File: src/hdl/irq_cmd_map.svh
`ifndef IRQ_CMD_MAP_SVH
`define IRQ_CMD_MAP_SVH

// byte addresses of the two ports
`define ADDR_STATUS_CMD     20'h9fff0
`define ADDR_LINE_MASK      20'h9fff2

// command codes
`define CMD_NONSPEC_CLEAR   8'h20
`define CMD_ROT_NONSPEC     8'ha0
`define CMD_AUTO_ROT_ON     8'h40
`define CMD_AUTO_ROT_OFF    8'h00
`define CMD_SEL_IN_SERVICE  8'h0b
`define CMD_SEL_PENDING     8'h0a
`define CMD_POLL            8'h0c
`define CMD_SPECIAL_ON      8'h68
`define CMD_SPECIAL_OFF     8'h48

// high five bits of the commands that carry a line number
`define CMD_SPEC_HI         5'h0c
`define CMD_ROT_SPEC_HI     5'h1c
`define CMD_SET_LOW_HI      5'h18

// reset values
`define RST_LOWEST_LINE     3'h7
`define RST_MASK            8'h00
`define RST_BYTE            8'h00
`define RST_ACK_LINE        3'h0

// poll answer layout
`define POLL_VALID_BIT      7
`define POLL_NONE           8'h00

`endif

File: src/hdl/irq_pkg.sv
package irq_pkg;
    typedef logic [7:0] line_vec_t;
    typedef logic [2:0] line_num_t;
endpackage

File: src/hdl/prio_resolve_if.sv
interface prio_resolve_if;
    irq_pkg::line_vec_t candidates;
    irq_pkg::line_num_t lowest;
    logic               found;
    irq_pkg::line_num_t winner;

    modport requester
    (
        output candidates,
        output lowest,
        input  found,
        input  winner
    );
    modport resolver
    (
        input  candidates,
        input  lowest,
        output found,
        output winner
    );
endinterface

File: src/hdl/prio_resolve.sv
// picks the highest priority set bit; priority falls from lowest+1 round
// to lowest
module prio_resolve
(
    prio_resolve_if.resolver pr
);
    irq_pkg::line_vec_t hit;

    genvar g;
    generate
        for (g = 0; g < 8; g = g + 1)
        begin : g_rank
            // line at rank g counting from the highest
            logic [2:0] idx;
            assign idx = 3'(pr.lowest + 3'(g) + 3'h1);
            assign hit[g] = pr.candidates[idx];
        end
    endgenerate

    always_comb
    begin
        pr.found  = 1'b0;
        pr.winner = 3'h0;
        for (int i = 7; i >= 0; i--)
        begin
            if (hit[i])
            begin
                pr.found  = 1'b1;
                pr.winner = 3'(pr.lowest + 3'(i) + 3'h1);
            end
        end
    end
endmodule

File: src/hdl/priority_interrupt_command_logic.sv
module priority_interrupt_command_logic
(
    input  wire logic        sys_clk,
    input  wire logic        sys_rst,
    input  wire logic [19:0] addr,
    input  wire logic        wr_en,
    input  wire logic        rd_en,
    input  wire logic [7:0]  wr_data,
    output logic      [7:0]  rd_data,
    input  wire logic [7:0]  request_lines,
    input  wire logic        edge_mode,
    input  wire logic        auto_service_end_mode,
    input  wire logic        int_ack,
    output logic             int_req,
    output logic      [2:0]  ack_line
);
`include "irq_cmd_map.svh"

    // ======================================================
    // register state
    irq_pkg::line_vec_t pending_request_reg_ff;
    irq_pkg::line_vec_t nxt_pending_request_reg;
    irq_pkg::line_vec_t in_service_reg_ff;
    irq_pkg::line_vec_t nxt_in_service_reg;
    irq_pkg::line_vec_t line_mask_reg_ff;
    irq_pkg::line_vec_t nxt_line_mask_reg;
    irq_pkg::line_vec_t req_prev_ff;
    irq_pkg::line_num_t lowest_ff;
    irq_pkg::line_num_t nxt_lowest;
    logic               read_in_service_ff;
    logic               nxt_read_in_service;
    logic               special_mask_ff;
    logic               nxt_special_mask;
    logic               auto_rotate_ff;
    logic               nxt_auto_rotate;
    logic               poll_armed_ff;
    logic               nxt_poll_armed;
    logic [7:0]         poll_answer_ff;
    logic [7:0]         nxt_poll_answer;
    logic [7:0]         rd_data_ff;
    logic [7:0]         nxt_rd_data;
    logic               int_req_ff;
    logic               nxt_int_req;
    irq_pkg::line_num_t ack_line_ff;
    irq_pkg::line_num_t nxt_ack_line;

    // ======================================================
    // priority resolvers
    prio_resolve_if isr_pr ();
    prio_resolve_if req_pr ();
    prio_resolve u_isr_res (.pr (isr_pr.resolver));
    prio_resolve u_req_res (.pr (req_pr.resolver));
    irq_pkg::line_vec_t unmasked_req;
    irq_pkg::line_vec_t blocked;
    irq_pkg::line_vec_t eligible;

    assign isr_pr.candidates = in_service_reg_ff;
    assign isr_pr.lowest     = lowest_ff;

    assign unmasked_req = pending_request_reg_ff & ~line_mask_reg_ff;

    // equal and lower priorities blocked by top in-service level
    always_comb
    begin
        blocked = 8'h00;
        if (!special_mask_ff && isr_pr.found)
        begin
            for (int r = 0; r < 8; r++)
            begin
                // walk from the active level down to lowest
                if (3'(isr_pr.winner - lowest_ff - 3'h1) <= 3'(r))
                begin
                    blocked[3'(lowest_ff + 3'(r) + 3'h1)] = 1'b1;
                end
            end
        end
    end

    // in special mask mode only the serviced lines themselves drop out
    assign eligible = unmasked_req & ~blocked
                      & (special_mask_ff ? ~in_service_reg_ff : 8'hff);

    assign req_pr.candidates = eligible;
    assign req_pr.lowest     = lowest_ff;

    // ======================================================
    // command decode
    logic       cmd_wr;
    logic       mask_wr;
    logic       status_rd;
    logic       grp_service;
    logic       grp_status;
    logic [2:0] cmd_line;
    logic [4:0] cmd_hi;

    assign cmd_wr    = wr_en && (addr == `ADDR_STATUS_CMD);
    assign mask_wr   = wr_en && (addr == `ADDR_LINE_MASK);
    assign status_rd = rd_en && (addr == `ADDR_STATUS_CMD);
    assign cmd_line  = wr_data[2:0];
    assign cmd_hi    = wr_data[7:3];
    // group select by bits 4 and 3
    assign grp_service = cmd_wr && !wr_data[4] && !wr_data[3];
    assign grp_status  = cmd_wr && !wr_data[4] && wr_data[3];

    // ======================================================
    // next state
    always_comb
    begin
        irq_pkg::line_vec_t req_now;
        irq_pkg::line_vec_t req_set;
        irq_pkg::line_vec_t isr_set;
        req_now                 = request_lines;
        nxt_pending_request_reg = pending_request_reg_ff;
        nxt_in_service_reg      = in_service_reg_ff;
        nxt_line_mask_reg       = line_mask_reg_ff;
        nxt_lowest              = lowest_ff;
        nxt_read_in_service     = read_in_service_ff;
        nxt_special_mask        = special_mask_ff;
        nxt_auto_rotate         = auto_rotate_ff;
        nxt_poll_armed          = poll_armed_ff;
        nxt_poll_answer         = poll_answer_ff;
        nxt_rd_data             = rd_data_ff;
        nxt_ack_line            = ack_line_ff;
        isr_set                 = 8'h00;
        // level lines follow the input; edge lines latch rising edges
        req_set = edge_mode ? (req_now & ~req_prev_ff) : req_now;
        // hardware acknowledge; ignored while a poll is armed
        // acknowledge moves top request into service, except in auto end mode
        if (int_ack && !poll_armed_ff && req_pr.found)
        begin
            nxt_pending_request_reg[req_pr.winner] = 1'b0;
            nxt_ack_line = req_pr.winner;
            // auto end clears at service entry
            if (!auto_service_end_mode)
            begin
                isr_set[req_pr.winner] = 1'b1;
            end
            // auto rotation only in auto end mode
            if (auto_service_end_mode && auto_rotate_ff)
            begin
                nxt_lowest = req_pr.winner;
            end
        end

        if (status_rd)
        begin
            if (poll_armed_ff)
            begin
                nxt_rd_data    = poll_answer_ff;
                nxt_poll_armed = 1'b0;
                if (poll_answer_ff[`POLL_VALID_BIT])
                begin
                    nxt_pending_request_reg[poll_answer_ff[2:0]] = 1'b0;
                    isr_set[poll_answer_ff[2:0]]                 = 1'b1;
                end
            end
            else if (read_in_service_ff)
            begin
                nxt_rd_data = in_service_reg_ff;
            end
            else
            begin
                nxt_rd_data = pending_request_reg_ff;
            end
        end
        else if (rd_en && addr == `ADDR_LINE_MASK)
        begin
            nxt_rd_data = line_mask_reg_ff;
        end

        // freeze the top request; a poll write beats a read clear
        if (grp_status && wr_data == `CMD_POLL)
        begin
            nxt_poll_armed  = 1'b1;
            nxt_poll_answer = `POLL_NONE;
            if (req_pr.found)
            begin
                nxt_poll_answer = {1'b1, 4'h0, req_pr.winner};
            end
        end

        if (mask_wr)
        begin
            nxt_line_mask_reg = wr_data;
        end

        if (grp_service)
        begin
            if (wr_data == `CMD_NONSPEC_CLEAR)
            begin
                // clear top bit; with none set bit 0 is already clear
                nxt_in_service_reg[isr_pr.winner] = 1'b0;
            end
            else if (wr_data == `CMD_ROT_NONSPEC)
            begin
                if (isr_pr.found)
                begin
                    nxt_in_service_reg[isr_pr.winner] = 1'b0;
                    nxt_lowest = isr_pr.winner;
                end
            end
            else if (cmd_hi == `CMD_SPEC_HI)
            begin
                nxt_in_service_reg[cmd_line] = 1'b0;
            end
            else if (cmd_hi == `CMD_ROT_SPEC_HI)
            begin
                nxt_in_service_reg[cmd_line] = 1'b0;
                nxt_lowest = cmd_line;
            end
            else if (cmd_hi == `CMD_SET_LOW_HI)
            begin
                nxt_lowest = cmd_line;
            end
            else if (wr_data == `CMD_AUTO_ROT_ON)
            begin
                nxt_auto_rotate = 1'b1;
            end
            else if (wr_data == `CMD_AUTO_ROT_OFF)
            begin
                nxt_auto_rotate = 1'b0;
            end
        end

        if (grp_status)
        begin
            if (wr_data == `CMD_SEL_IN_SERVICE)
            begin
                nxt_read_in_service = 1'b1;
            end
            else if (wr_data == `CMD_SEL_PENDING)
            begin
                nxt_read_in_service = 1'b0;
            end
            else if (wr_data == `CMD_SPECIAL_ON)
            begin
                nxt_special_mask = 1'b1;
            end
            else if (wr_data == `CMD_SPECIAL_OFF)
            begin
                nxt_special_mask = 1'b0;
            end
        end

        // new requests and service entries win over clears in one cycle
        nxt_pending_request_reg = nxt_pending_request_reg | req_set;
        nxt_in_service_reg      = nxt_in_service_reg | isr_set;
        if (!edge_mode)
        begin
            // level lines drop when the input drops
            nxt_pending_request_reg = nxt_pending_request_reg & req_now;
        end

        nxt_int_req = req_pr.found && !poll_armed_ff && !nxt_poll_armed;
    end

    // ======================================================
    // registers
    always_ff @(posedge sys_clk)
    begin
        if (sys_rst)
        begin
            pending_request_reg_ff <= `RST_MASK;
            in_service_reg_ff      <= `RST_MASK;
            line_mask_reg_ff       <= `RST_MASK;
            req_prev_ff            <= `RST_MASK;
            lowest_ff              <= `RST_LOWEST_LINE;
            read_in_service_ff     <= 1'b0;
            special_mask_ff        <= 1'b0;
            auto_rotate_ff         <= 1'b0;
            poll_armed_ff          <= 1'b0;
            poll_answer_ff         <= `RST_BYTE;
            rd_data_ff             <= `RST_BYTE;
            int_req_ff             <= 1'b0;
            ack_line_ff            <= `RST_ACK_LINE;
        end
        else
        begin
            pending_request_reg_ff <= nxt_pending_request_reg;
            in_service_reg_ff      <= nxt_in_service_reg;
            line_mask_reg_ff       <= nxt_line_mask_reg;
            req_prev_ff            <= request_lines;
            lowest_ff              <= nxt_lowest;
            read_in_service_ff     <= nxt_read_in_service;
            special_mask_ff        <= nxt_special_mask;
            auto_rotate_ff         <= nxt_auto_rotate;
            poll_armed_ff          <= nxt_poll_armed;
            poll_answer_ff         <= nxt_poll_answer;
            rd_data_ff             <= nxt_rd_data;
            int_req_ff             <= nxt_int_req;
            ack_line_ff            <= nxt_ack_line;
        end
    end

    assign rd_data  = rd_data_ff;
    assign int_req  = int_req_ff;
    assign ack_line = ack_line_ff;
endmodule

File: config.mk
export PLATFORM = sky130hd
export DESIGN_NAME = priority_interrupt_command_logic
export DESIGN_NICKNAME = d
export VERILOG_FILES = /design/src/hdl/irq_pkg.sv /design/src/hdl/prio_resolve_if.sv /design/src/hdl/prio_resolve.sv /design/src/hdl/priority_interrupt_command_logic.sv
export VERILOG_INCLUDE_DIRS = /design/src /design/src/hdl
export SDC_FILE = /design/constraint.sdc
export NUM_CORES = 1
export LEC_CHECK = 0
export BUFFER_PORTS_ARGS = -buffer_cell sky130_fd_sc_hd__buf_2
export CAP_MARGIN = 20
export CELL_PAD_IN_SITES_DETAIL_PLACEMENT = 2
export CELL_PAD_IN_SITES_GLOBAL_PLACEMENT = 2
export CORE_ASPECT_RATIO = 2
export CORE_MARGIN = 1.5
export CORE_UTILIZATION = 39
export DETAILED_ROUTE_END_ITERATION = 16
export GPL_TIMING_DRIVEN = 0
export PLACE_DENSITY_LB_ADDON = 0.1
export SYNTH_ARGS = -nofsm -noshare
export SYNTH_HDL_FRONTEND = slang
export SYNTH_HIERARCHICAL = 1
export SYNTH_SLANG_ARGS = --single-unit
File: constraint.sdc
create_clock -name sys_clk -period 23.7 [get_ports sys_clk]
set_input_delay 4.74 -clock sys_clk [delete_from_list [all_inputs] [get_ports sys_clk]]
set_output_delay 4.74 -clock sys_clk [all_outputs]
set_load 0.005 [all_outputs]
Word level (Yosys, flattened, before mapping). Index checks and enable logic that the tools add are counted.

Register bits: 59. Input port bits: 43. Output and inout bits: 12. Word-level logic and storage cells: 291.

Add/sub/neg operators: 16. $lt $le $gt $ge: 32. Eq/ne operators: 13. Muxes and demuxes: 144. Bitwise logic cells: 34. Reductions and logical operators: 39.

Operators by type and width (count): $mux W8 (39); $or A8 B8 Y8 (10); $mux W3 (25); $and A8 B8 Y8 (9); $not A8 Y8 (8); $mux W1 (52); $bmux W1 S3 (16); $lt A3 B4 Y1 const B (12); $eq A20 B20 Y1 const B (2); $demux W1 S3 (12); $ge A3 B1 Y1 const B (12); $logic_and A1 B1 Y1 (26); $add A3 B1 Y3 const B (8); $eq A8 B4 Y1 const B (3); $eq A8 B7 Y1 const B (3); $add A3 B3 Y3 const B (4); $le A3 B3 Y1 const B (4); $eq A5 B5 Y1 const B (2); $eq A8 B6 Y1 const B (1); $eq A8 B8 Y1 const B (1); $logic_not A8 Y1 (1); $reduce_bool A2 Y1 (4); $not A1 Y1 (7); $reduce_and A7 Y1 (1); 9 further kinds (16).

Depth between registers and ports, before layout. Gate-level depths: netlist of run 1.

Depth after elaboration: 65. Depth in mapped cells: 32. Depth with buffers taken out: 26.

By module. The synthesis of run 1 kept the hierarchy.

Modules (own cells, without submodules): priority_interrupt_command_logic (instances 1, cells each 492, area an instance 3784.9 um2, sequential area each 1101.1 um2); prio_resolve (instances 2, cells each 104, area an instance 944.7 um2, sequential area each 0.0 um2).

Least setup slack after synthesis of run 1. OpenSTA, ideal clock, no wires.

Path type: flip-flop to flip-flop. From: reg lowest_ff[0], in the netlist isr_pr.lowest[0]. To: reg pending_request_reg_ff[4]. Library setup time: 0.114 ns. Arrival time: 7.448 ns. Required time: 23.586 ns. Setup slack: 16.138 ns. Stages on the path, launching flop included: 28. Buffers on the path: 4. Period minus slack after synthesis: 7.562 ns. Path through: dfxtp_1 buf_6 buf_12 inv_2 ha_1 buf_2 mux4_2 mux2i_2 o21ai_1 a211o_1 a311o_1 ha_1 fa_1 xor2_1 clkbuf_1 a21oi_1 a22oi_1 o21ai_0 a2111oi_0 mux4_2 mux2_2 nor2_1 a211o_1 a311o_1 or3b_2 o211ai_1 a31oi_1 a21o_1.

Cells in the longest elaborated chain, start to end: 65. Elaborated cells on any way between the ends: 171. Those cells by class: add/sub: 16; order compare: 26; mux: 103; bitwise: 15; reduce/logical: 11.

RTL lines: start, declared (line priority_interrupt_command_logic.sv:28) `irq_pkg::line_num_t lowest_ff;`; start signal, assigned (line priority_interrupt_command_logic.sv:267) `` lowest_ff <= `RST_LOWEST_LINE; ``; start signal, assigned (line priority_interrupt_command_logic.sv:283) `lowest_ff <= nxt_lowest;`; $add A3 B3 Y3 (line prio_resolve.sv:15, prio_resolve.sv:29); $add A3 B1 Y3 (line prio_resolve.sv:15, prio_resolve.sv:29); $bmux W1 S3 (line prio_resolve.sv:16) `assign hit[g] = pr.candidates[idx];`; $mux W1 (implied by the code) (line prio_resolve.sv:16); $mux W3 (7 in a row) (line prio_resolve.sv:26) `if (hit[i])`; $mux W3 * (line prio_resolve.sv:26); net isr_pr.winner[0] (line prio_resolve_if.sv:5) `irq_pkg::line_num_t winner;`; $sub A3 B3 Y3 * (line priority_interrupt_command_logic.sv:71) `if (3'(isr_pr.winner - lowest_ff - 3'h1) <= 3'(r))`; [... 28 more ...]; net eligible[7] (line priority_interrupt_command_logic.sv:55) `irq_pkg::line_vec_t eligible;`; [... 10 more ...]; net req_pr.winner[0] (line prio_resolve_if.sv:5); [... 6 more ...]; $mux W8 * (line priority_interrupt_command_logic.sv:129) `if (int_ack && !poll_armed_ff && req_pr.found)`; $and A8 B8 Y8 (no line); $mux W8 (line priority_interrupt_command_logic.sv:151) `` if (poll_answer_ff[`POLL_VALID_BIT]) ``; $mux W8 (line priority_interrupt_command_logic.sv:147) `if (poll_armed_ff)`; $mux W8 * (line priority_interrupt_command_logic.sv:145) `if (status_rd)`; $or A8 B8 Y8 * (line priority_interrupt_command_logic.sv:246) `nxt_pending_request_reg = nxt_pending_request_reg | req_set;`; $and A8 B8 Y8 (line priority_interrupt_command_logic.sv:251) `nxt_pending_request_reg = nxt_pending_request_reg & req_now;`; $mux W8 * (line priority_interrupt_command_logic.sv:248) `if (!edge_mode)`; end signal, assigned (line priority_interrupt_command_logic.sv:263) `` pending_request_reg_ff <= `RST_MASK; ``; end signal, assigned (line priority_interrupt_command_logic.sv:279) `pending_request_reg_ff <= nxt_pending_request_reg;`; end, declared (line priority_interrupt_command_logic.sv:21) `irq_pkg::line_vec_t pending_request_reg_ff;`.

The timed path passes the listed nets; every way through them passes the cells marked *. The select of a mux whose other input is x is not followed. A chain may end at the register's enable or synchronous reset.

Worst setup path in the final report of run 1.
From: reg lowest_ff[0], in the netlist isr_pr.lowest[0]. To: reg pending_request_reg_ff[1].

Same word-level chain as after synthesis.

==> metrics, run 1 <==
status=finished, final reports clean; P_leak=2.495 nW; IO Port Bufs=53; area growth from synthesis to layout=11.58%; RR Endpoint=pending_request_reg_ff[1]; GRT Overall Usage=32.52%; Flop pwr share=25.3%; largest net degree at the start of global routing=18; fillers=1706; die extent in y=173.6 µm; CP arrival=9.94 ns; worst hold endpoint=ack_line[0]; Fin Setup TNS=0 ns; final hold vios=0; initial antenna violation count=0; commonest non-fill, non-tap cells in the layout=nand2_1 (60), nor2_1 (59), buf_2 (57), dfxtp_1 (55), a21oi_1 (41); CTS tree=yes; final setup fails=0; Post-DP HPWL=20140 µm; r2r setup slk=13.95 ns; Syn Area/Cell=8.106 µm²; clk_lat worst skew=0.30 ns; IO Count=55; die width=88.29 µm; Worst-Margin Slew=1.032 ns; CP max stage delay=0.86 ns; GRT Residual Overflow=0; crit-path max FO=10; Int Power=0.0002188 W; Slew HR=30.68%; worst-case clock buffer depth=2; first-pass GRT wire length=37690 µm; CTS clock-pin slew for the worst setup and hold paths=0.07 ns; Mapped Nets=753; Nets=814; drt total wl=24710 µm; Worst setup EP type=flop; Cell Area, Synth=0.005674 mm²; Clk pwr share=17.9%; via count=6136; H-tree levels=2; Synth Instances=700; share of post-route cells with drive strength above 1=17.32%; power per cell area=66.24 mW/mm²; CORE AREA=0.01427 mm²; commonest non-fill, non-tap cell in the layout=nand2_1; Startpoint Class=flop; part of the cycle the worst path needs=41.12%; maxcap violations=0; Net Sw Frac=47.83%; #FFs+latches synth=55; hold wc startpoint=ack_line[0]; Worst Skew=0.009467 ns; Num CTS Buffers=5; worst r2r src=isr_pr.lowest[0]; Root Buffer=clkbuf_16; via/cell ratio=6.432; CTS sink count=55; critical path class=flop to flop; Initial Util=39.75%; Worst Path Buf+Inv=5; CP max stage cell=xnor2_1; ant diodes=0; Routed Antenna Nets=0; Comb pwr share=56.7%; RSZ-0062 raised after global routing=false; FFs w/ async S/R, synth=0%; FP Rows=62; post-synthesis sequential area ratio=19.40%; distinct cell type count after synthesis=79; Worst Reg-to-Reg Cells=29; postcts setup bufs=0; Post-synth EDFFs=0; post_cts resized=0; largest delay contributor family on the critical path=compound AO/OA/AOI/OAI gates; Switch Pwr=0.0002006 W; cts hold-fix bufs=0; Power, Total=0.0004193 W; worst min path class=flop to flop; Slew Viols, Final=0; Final min period=9.746 ns; DRT iter0 DRCs=254; CP required=23.90 ns; Synth Flop Type=dfxtp_1; Hold Crit Depth=2; WL per Instance=25.90 µm; Worst VDD drop=0.04716 mV; yosys warns=6; number of global-route vias before repair=6879; GPL Wtd Cong=0.9211; DR pass1 iterations=4; Fmax=102.6 MHz; die area=0.01533 mm²; DRC viols=0
==> cells by family after synthesis <==
| group | count (synthesis) | share of synthesized area (%) |
|---|---|---|
| multiplexers | 83 | 20.09 |
| adder cells (fa/ha/maj) | 10 | 2.337 |
| buffers and inverters | 75 | 6.836 |
| AO/OA/AOI/OAI | 214 | 25.45 |
| XOR/XNOR | 14 | 2.933 |
| AND/OR/NAND/NOR | 249 | 22.95 |
| flip-flops | 55 | 19.40 |
==> worst max-delay path by stage <==
stage	cells past startpoint	startpoint	endpoint	slack (ns)
after floorplan	27	isr_pr.lowest[0]	pending_request_reg_ff[4]	16.14
after global placement	29	isr_pr.lowest[0]	pending_request_reg_ff[1]	13.76
after detailed placement	27	isr_pr.lowest[0]	pending_request_reg_ff[6]	14.24
after CTS	27	isr_pr.lowest[0]	pending_request_reg_ff[6]	14.21
after global routing	28	isr_pr.lowest[0]	pending_request_reg_ff[1]	13.69
final	29	isr_pr.lowest[0]	pending_request_reg_ff[1]	13.95
==> layout make-up <==
cell class                 instances  area, µm²  share of cell area [%]
tap                              192      240.2                   3.794
inverter                          25      93.84                   1.482
multi-input combinational        570       4187                   66.13
clock inverter                     2      16.27                  0.2569
buffer                            50      294.0                   4.644
timing repair buffer              54      270.3                   4.269
clock buffer                       6      128.9                   2.036
sequential                        55       1101                   17.39
==> cell usage after synthesis (all sizes together) (3+ instances only) <==
cell	n	area, µm²
a211o	4	35.03
a211oi	19	142.6
a21o	9	67.56
a21oi	43	222.7
a221oi	7	61.31
a22o	5	43.79
a22oi	13	97.59
a311o	3	30.03
a31oi	19	118.9
a32oi	6	52.55
and2	5	33.78
and3	4	25.02
buf	18	173.9
clkbuf	32	120.1
dfxtp	55	1101
ha	9	112.6
inv	25	93.84
mux2	23	274.0
mux2i	40	407.9
mux4	20	457.9
nand2	60	225.2
nand2b	13	81.33
nand3	15	75.07
nand3b	5	37.54
nand4	5	31.28
nor2	59	221.5
nor2b	18	112.6
nor3	20	100.1
nor3b	5	47.54
nor4	15	108.9
o211ai	10	75.07
o21ai	50	257.8
o31ai	4	43.79
or2	3	18.77
or3	6	37.54
or4	5	41.29
xnor2	8	70.07
xnor3	3	70.07
xor2	3	26.28
==> worst register-to-register path: cells and delay by family (launching register included) <==
| kind | cells | cell delay [ns] |
|---|---|---|
| AO/OA/AOI/OAI | 11 | 3.28 |
| XOR/XNOR | 1 | 0.86 |
| adder cells (fa/ha/maj) | 2 | 0.88 |
| buffers and inverters | 5 | 0.89 |
| flip-flops | 1 | 0.61 |
| multiplexers | 5 | 2.26 |
| AND/OR/NAND/NOR | 5 | 0.87 |
==> power by group through the flow <==
stage / Clock [W] / Sequential (W) / Combinational, W
final: 0.0000752 / 0.000106 / 0.000238
after global routing: 0.0000784 / 0.000107 / 0.000252
after CTS: 0.0000770 / 0.000106 / 0.000233
after detailed placement: 0 / 0.000108 / 0.000231
after global placement: 0 / 0.000108 / 0.000221
after floorplan: 0 / 0.000105 / 0.000153
==> per-layer routing <==
metal,GRT usage [%],wire length (µm)
met5,0,0
met4,21.74,1801
met3,2.286,462
met2,64.73,14320
met1,28.97,8119
==> state kept, by name (all words and copies together) (netlist names) <==
name                    count
pending_request_reg_ff      8
ack_line                    3
poll_answer_ff              4
read_in_service_ff          1
in_service_reg_ff           8
special_mask_ff             1
line_mask_reg_ff            8
rd_data                     8
auto_rotate_ff              1
isr_pr.lowest               3
req_prev_ff                 8
poll_armed_ff               1
int_req                     1
==> through the flow <==
stage                     instance area [µm²]  instances  hold slack (ns)  util, %  setup WS, ns
final                                    6331        954           0.4697    44.35         13.95
after detailed placement                 6186        946           0.4572    43.34         14.24
after global routing                     6331        954           0.4950    44.35         13.69
after floorplan                          5674        700           0.4402        -         16.14
after CTS                                6331        954           0.4724    44.35         14.21
after global placement                   6180        945           0.4476    43.29         13.76
Note: power is estimated with default switching activity, not from simulation.
==> run 2: changes to the inputs <==
- CORE_UTILIZATION: 39 -> 37
- clock period: 23.7 -> 9.7 ns (I/O delays scaled with it)
==> run 2 against run 1 <==
Compared with the run above: highest routed layer unchanged; count of clock-buffer cells in the layout did not move; sequential power grew 150%; setup slack worse by 14 ns; routed wire length fell by 1.0%; combinational power is 150% higher; cell count rose by 0.31%; global-route usage fell by 2.1 points.
==> metrics, run 2 (synthesis results as in run 1) <==
GRT Overall Usage=30.46% (-2.1 points); CORE AREA=0.01490 mm² (+4.4%); Initial Util=38.09% (-1.7 points); commonest non-fill, non-tap cell in the layout=nand2_1; DR pass1 iterations=5 (+1); power per cell area=162.2 mW/mm² (+140%); Hold Crit Depth=2 (unchanged); worst min path class=flop to flop; crit-path max FO=10 (unchanged); IO Port Bufs=53 (unchanged); DRC viols=0 (unchanged); part of the cycle the worst path needs=96.02% (+55 points); Post-DP HPWL=19830 µm (-1.5%); Worst Reg-to-Reg Cells=30 (+3.4%); die width=90.57 µm (+2.6%); CP required=9.90 ns (-14.00 ns); Routed Antenna Nets=0 (unchanged); dpl cell area=0.006195 mm² (+0.14%); FP Rows=63 (+1.6%); CP max stage delay=0.64 ns (-0.22 ns); status=finished, final reports clean; most frequent CP cell=nor4_1; final hold vios=0 (unchanged); Fin Setup TNS=0 ns (unchanged); Nets=814 (unchanged); critical path class=flop to flop; area growth from synthesis to layout=12.50%; share of post-route cells with drive strength above 1=18.37% (+1.0 points); DRT iter0 DRCs=179 (-30%); worst-case clock buffer depth=2 (unchanged); CTS sink count=55 (unchanged); CTS tree=yes; via count=6152 (+0.26%); Slew Viols, Final=0 (unchanged); Slew HR=45.66% (+15 points); largest net degree at the start of global routing=18 (unchanged); RSZ-0062 raised after global routing=false; Final min period=9.314 ns (-0.4316 ns); first-pass GRT wire length=37920 µm (+0.59%); die area=0.01613 mm² (+5.3%); GRT Residual Overflow=0 (unchanged); Power, Total=0.001035 W (+150%); Root Buffer=clkbuf_16; H-tree levels=2 (unchanged); Num CTS Buffers=5 (unchanged); WL per Instance=25.55 µm (-1.3%); CTS clock-pin slew for the worst setup and hold paths=0.08 ns (about the same); cts hold-fix bufs=0 (unchanged); Fmax=107.4 MHz (+4.6%); final setup fails=0 (unchanged); Final Cell Area=0.006384 mm² (+0.83%); ant diodes=0 (unchanged); die extent in y=178.1 µm (+2.6%); initial antenna violation count=0 (unchanged); Worst Skew=0.009764 ns (+0.0002972 ns); GPL Wtd Cong=0.9533 (+3.5%); number of global-route vias before repair=6909 (+0.44%); IO Count=55 (unchanged); commonest non-fill, non-tap cells in the layout=nand2_1 (60), nor2_1 (59), buf_2 (56), dfxtp_1 (54), a21oi_1 (41); Startpoint Class=flop; Worst setup EP type=flop; CP arrival=9.51 ns (-0.43 ns); via/cell ratio=6.428 (about the same); Worst-Margin Slew=0.8077 ns (-0.2247 ns); P_leak=2.506 nW (+0.43%); drt total wl=24450 µm (-1.0%); maxcap violations=0 (unchanged); Worst VDD drop=0.1237 mV (+160%); CP max stage cell=mux4_2; clk_lat worst skew=0.30 ns (about the same)
run 2: worst max-delay path: cells and delay by family, from the launching register on:
| kind | cells | cell delay [ns] |
|---|---|---|
| DFF | 1 | 0.50 |
| buffers and inverters | 5 | 0.93 |
| adders and majority gates | 3 | 0.98 |
| AOI/OAI and AO/OA | 11 | 2.78 |
| and+or+nand+nor | 6 | 1.78 |
| muxes | 5 | 2.21 |
run 2: worst paths after layout:
path,from,endpoint,slack (ns)
setup reg to reg,isr_pr.lowest[0],pending_request_reg_ff[1],0.39
hold / removal,req_prev_ff[4],pending_request_reg_ff[4],0.48
hold reg to reg,req_prev_ff[4],pending_request_reg_ff[4],0.48
setup / recovery,isr_pr.lowest[0],pending_request_reg_ff[1],0.39
run 2: power by group:
part           leakage (nW)  switching (W)  internal [W]  total, W
clock network        0.0675      0.0000882     0.0000971  0.000185
registers             0.448      0.0000208      0.000240  0.000260
logic                  1.99       0.000387      0.000203  0.000589
total                  2.51       0.000496      0.000539   0.00104
run 2: repair_timing:
item	4_1_cts	5_1_grt
setup buffers	0	0
gates resized for setup	0	8
setup endpoints to repair	0	10
run 2: area by class of cell:
type,instances,area (µm²)
tap,195,244.0
inverter,25,93.84
timing repair buffer,54,275.3
sequential,55,1102
fill,1710,8514
clock inverter,2,16.27
clock buffer,6,128.9
multi-input combinational,570,4229
buffer,50,294.0
run 2: per-stage QoR:
stage | std cells | util [%] | hold WS (ns) | worst slack (ns)
CTS | 957 | 42.55 | 0.4829 | 0.3098
finish | 957 | 42.85 | 0.4760 | 0.3859
global route | 957 | 42.85 | 0.5061 | 0.1183
detailed placement | 949 | 41.58 | 0.4646 | 0.3626
floorplan | 700 | - | 0.4402 | 2.138
global placement | 948 | 41.50 | 0.4514 | -0.02650
run 2: metal layers:
layer / vias up / global-route usage [%] / part of all wire (%)
li1: 2785 / - / -
met1: 3078 / 27.04 / 33
met2: 187 / 62.34 / 57
met3: 102 / 1.705 / 1.8
met4: 0 / 22.62 / 8.2
met5: - / 0 / 0
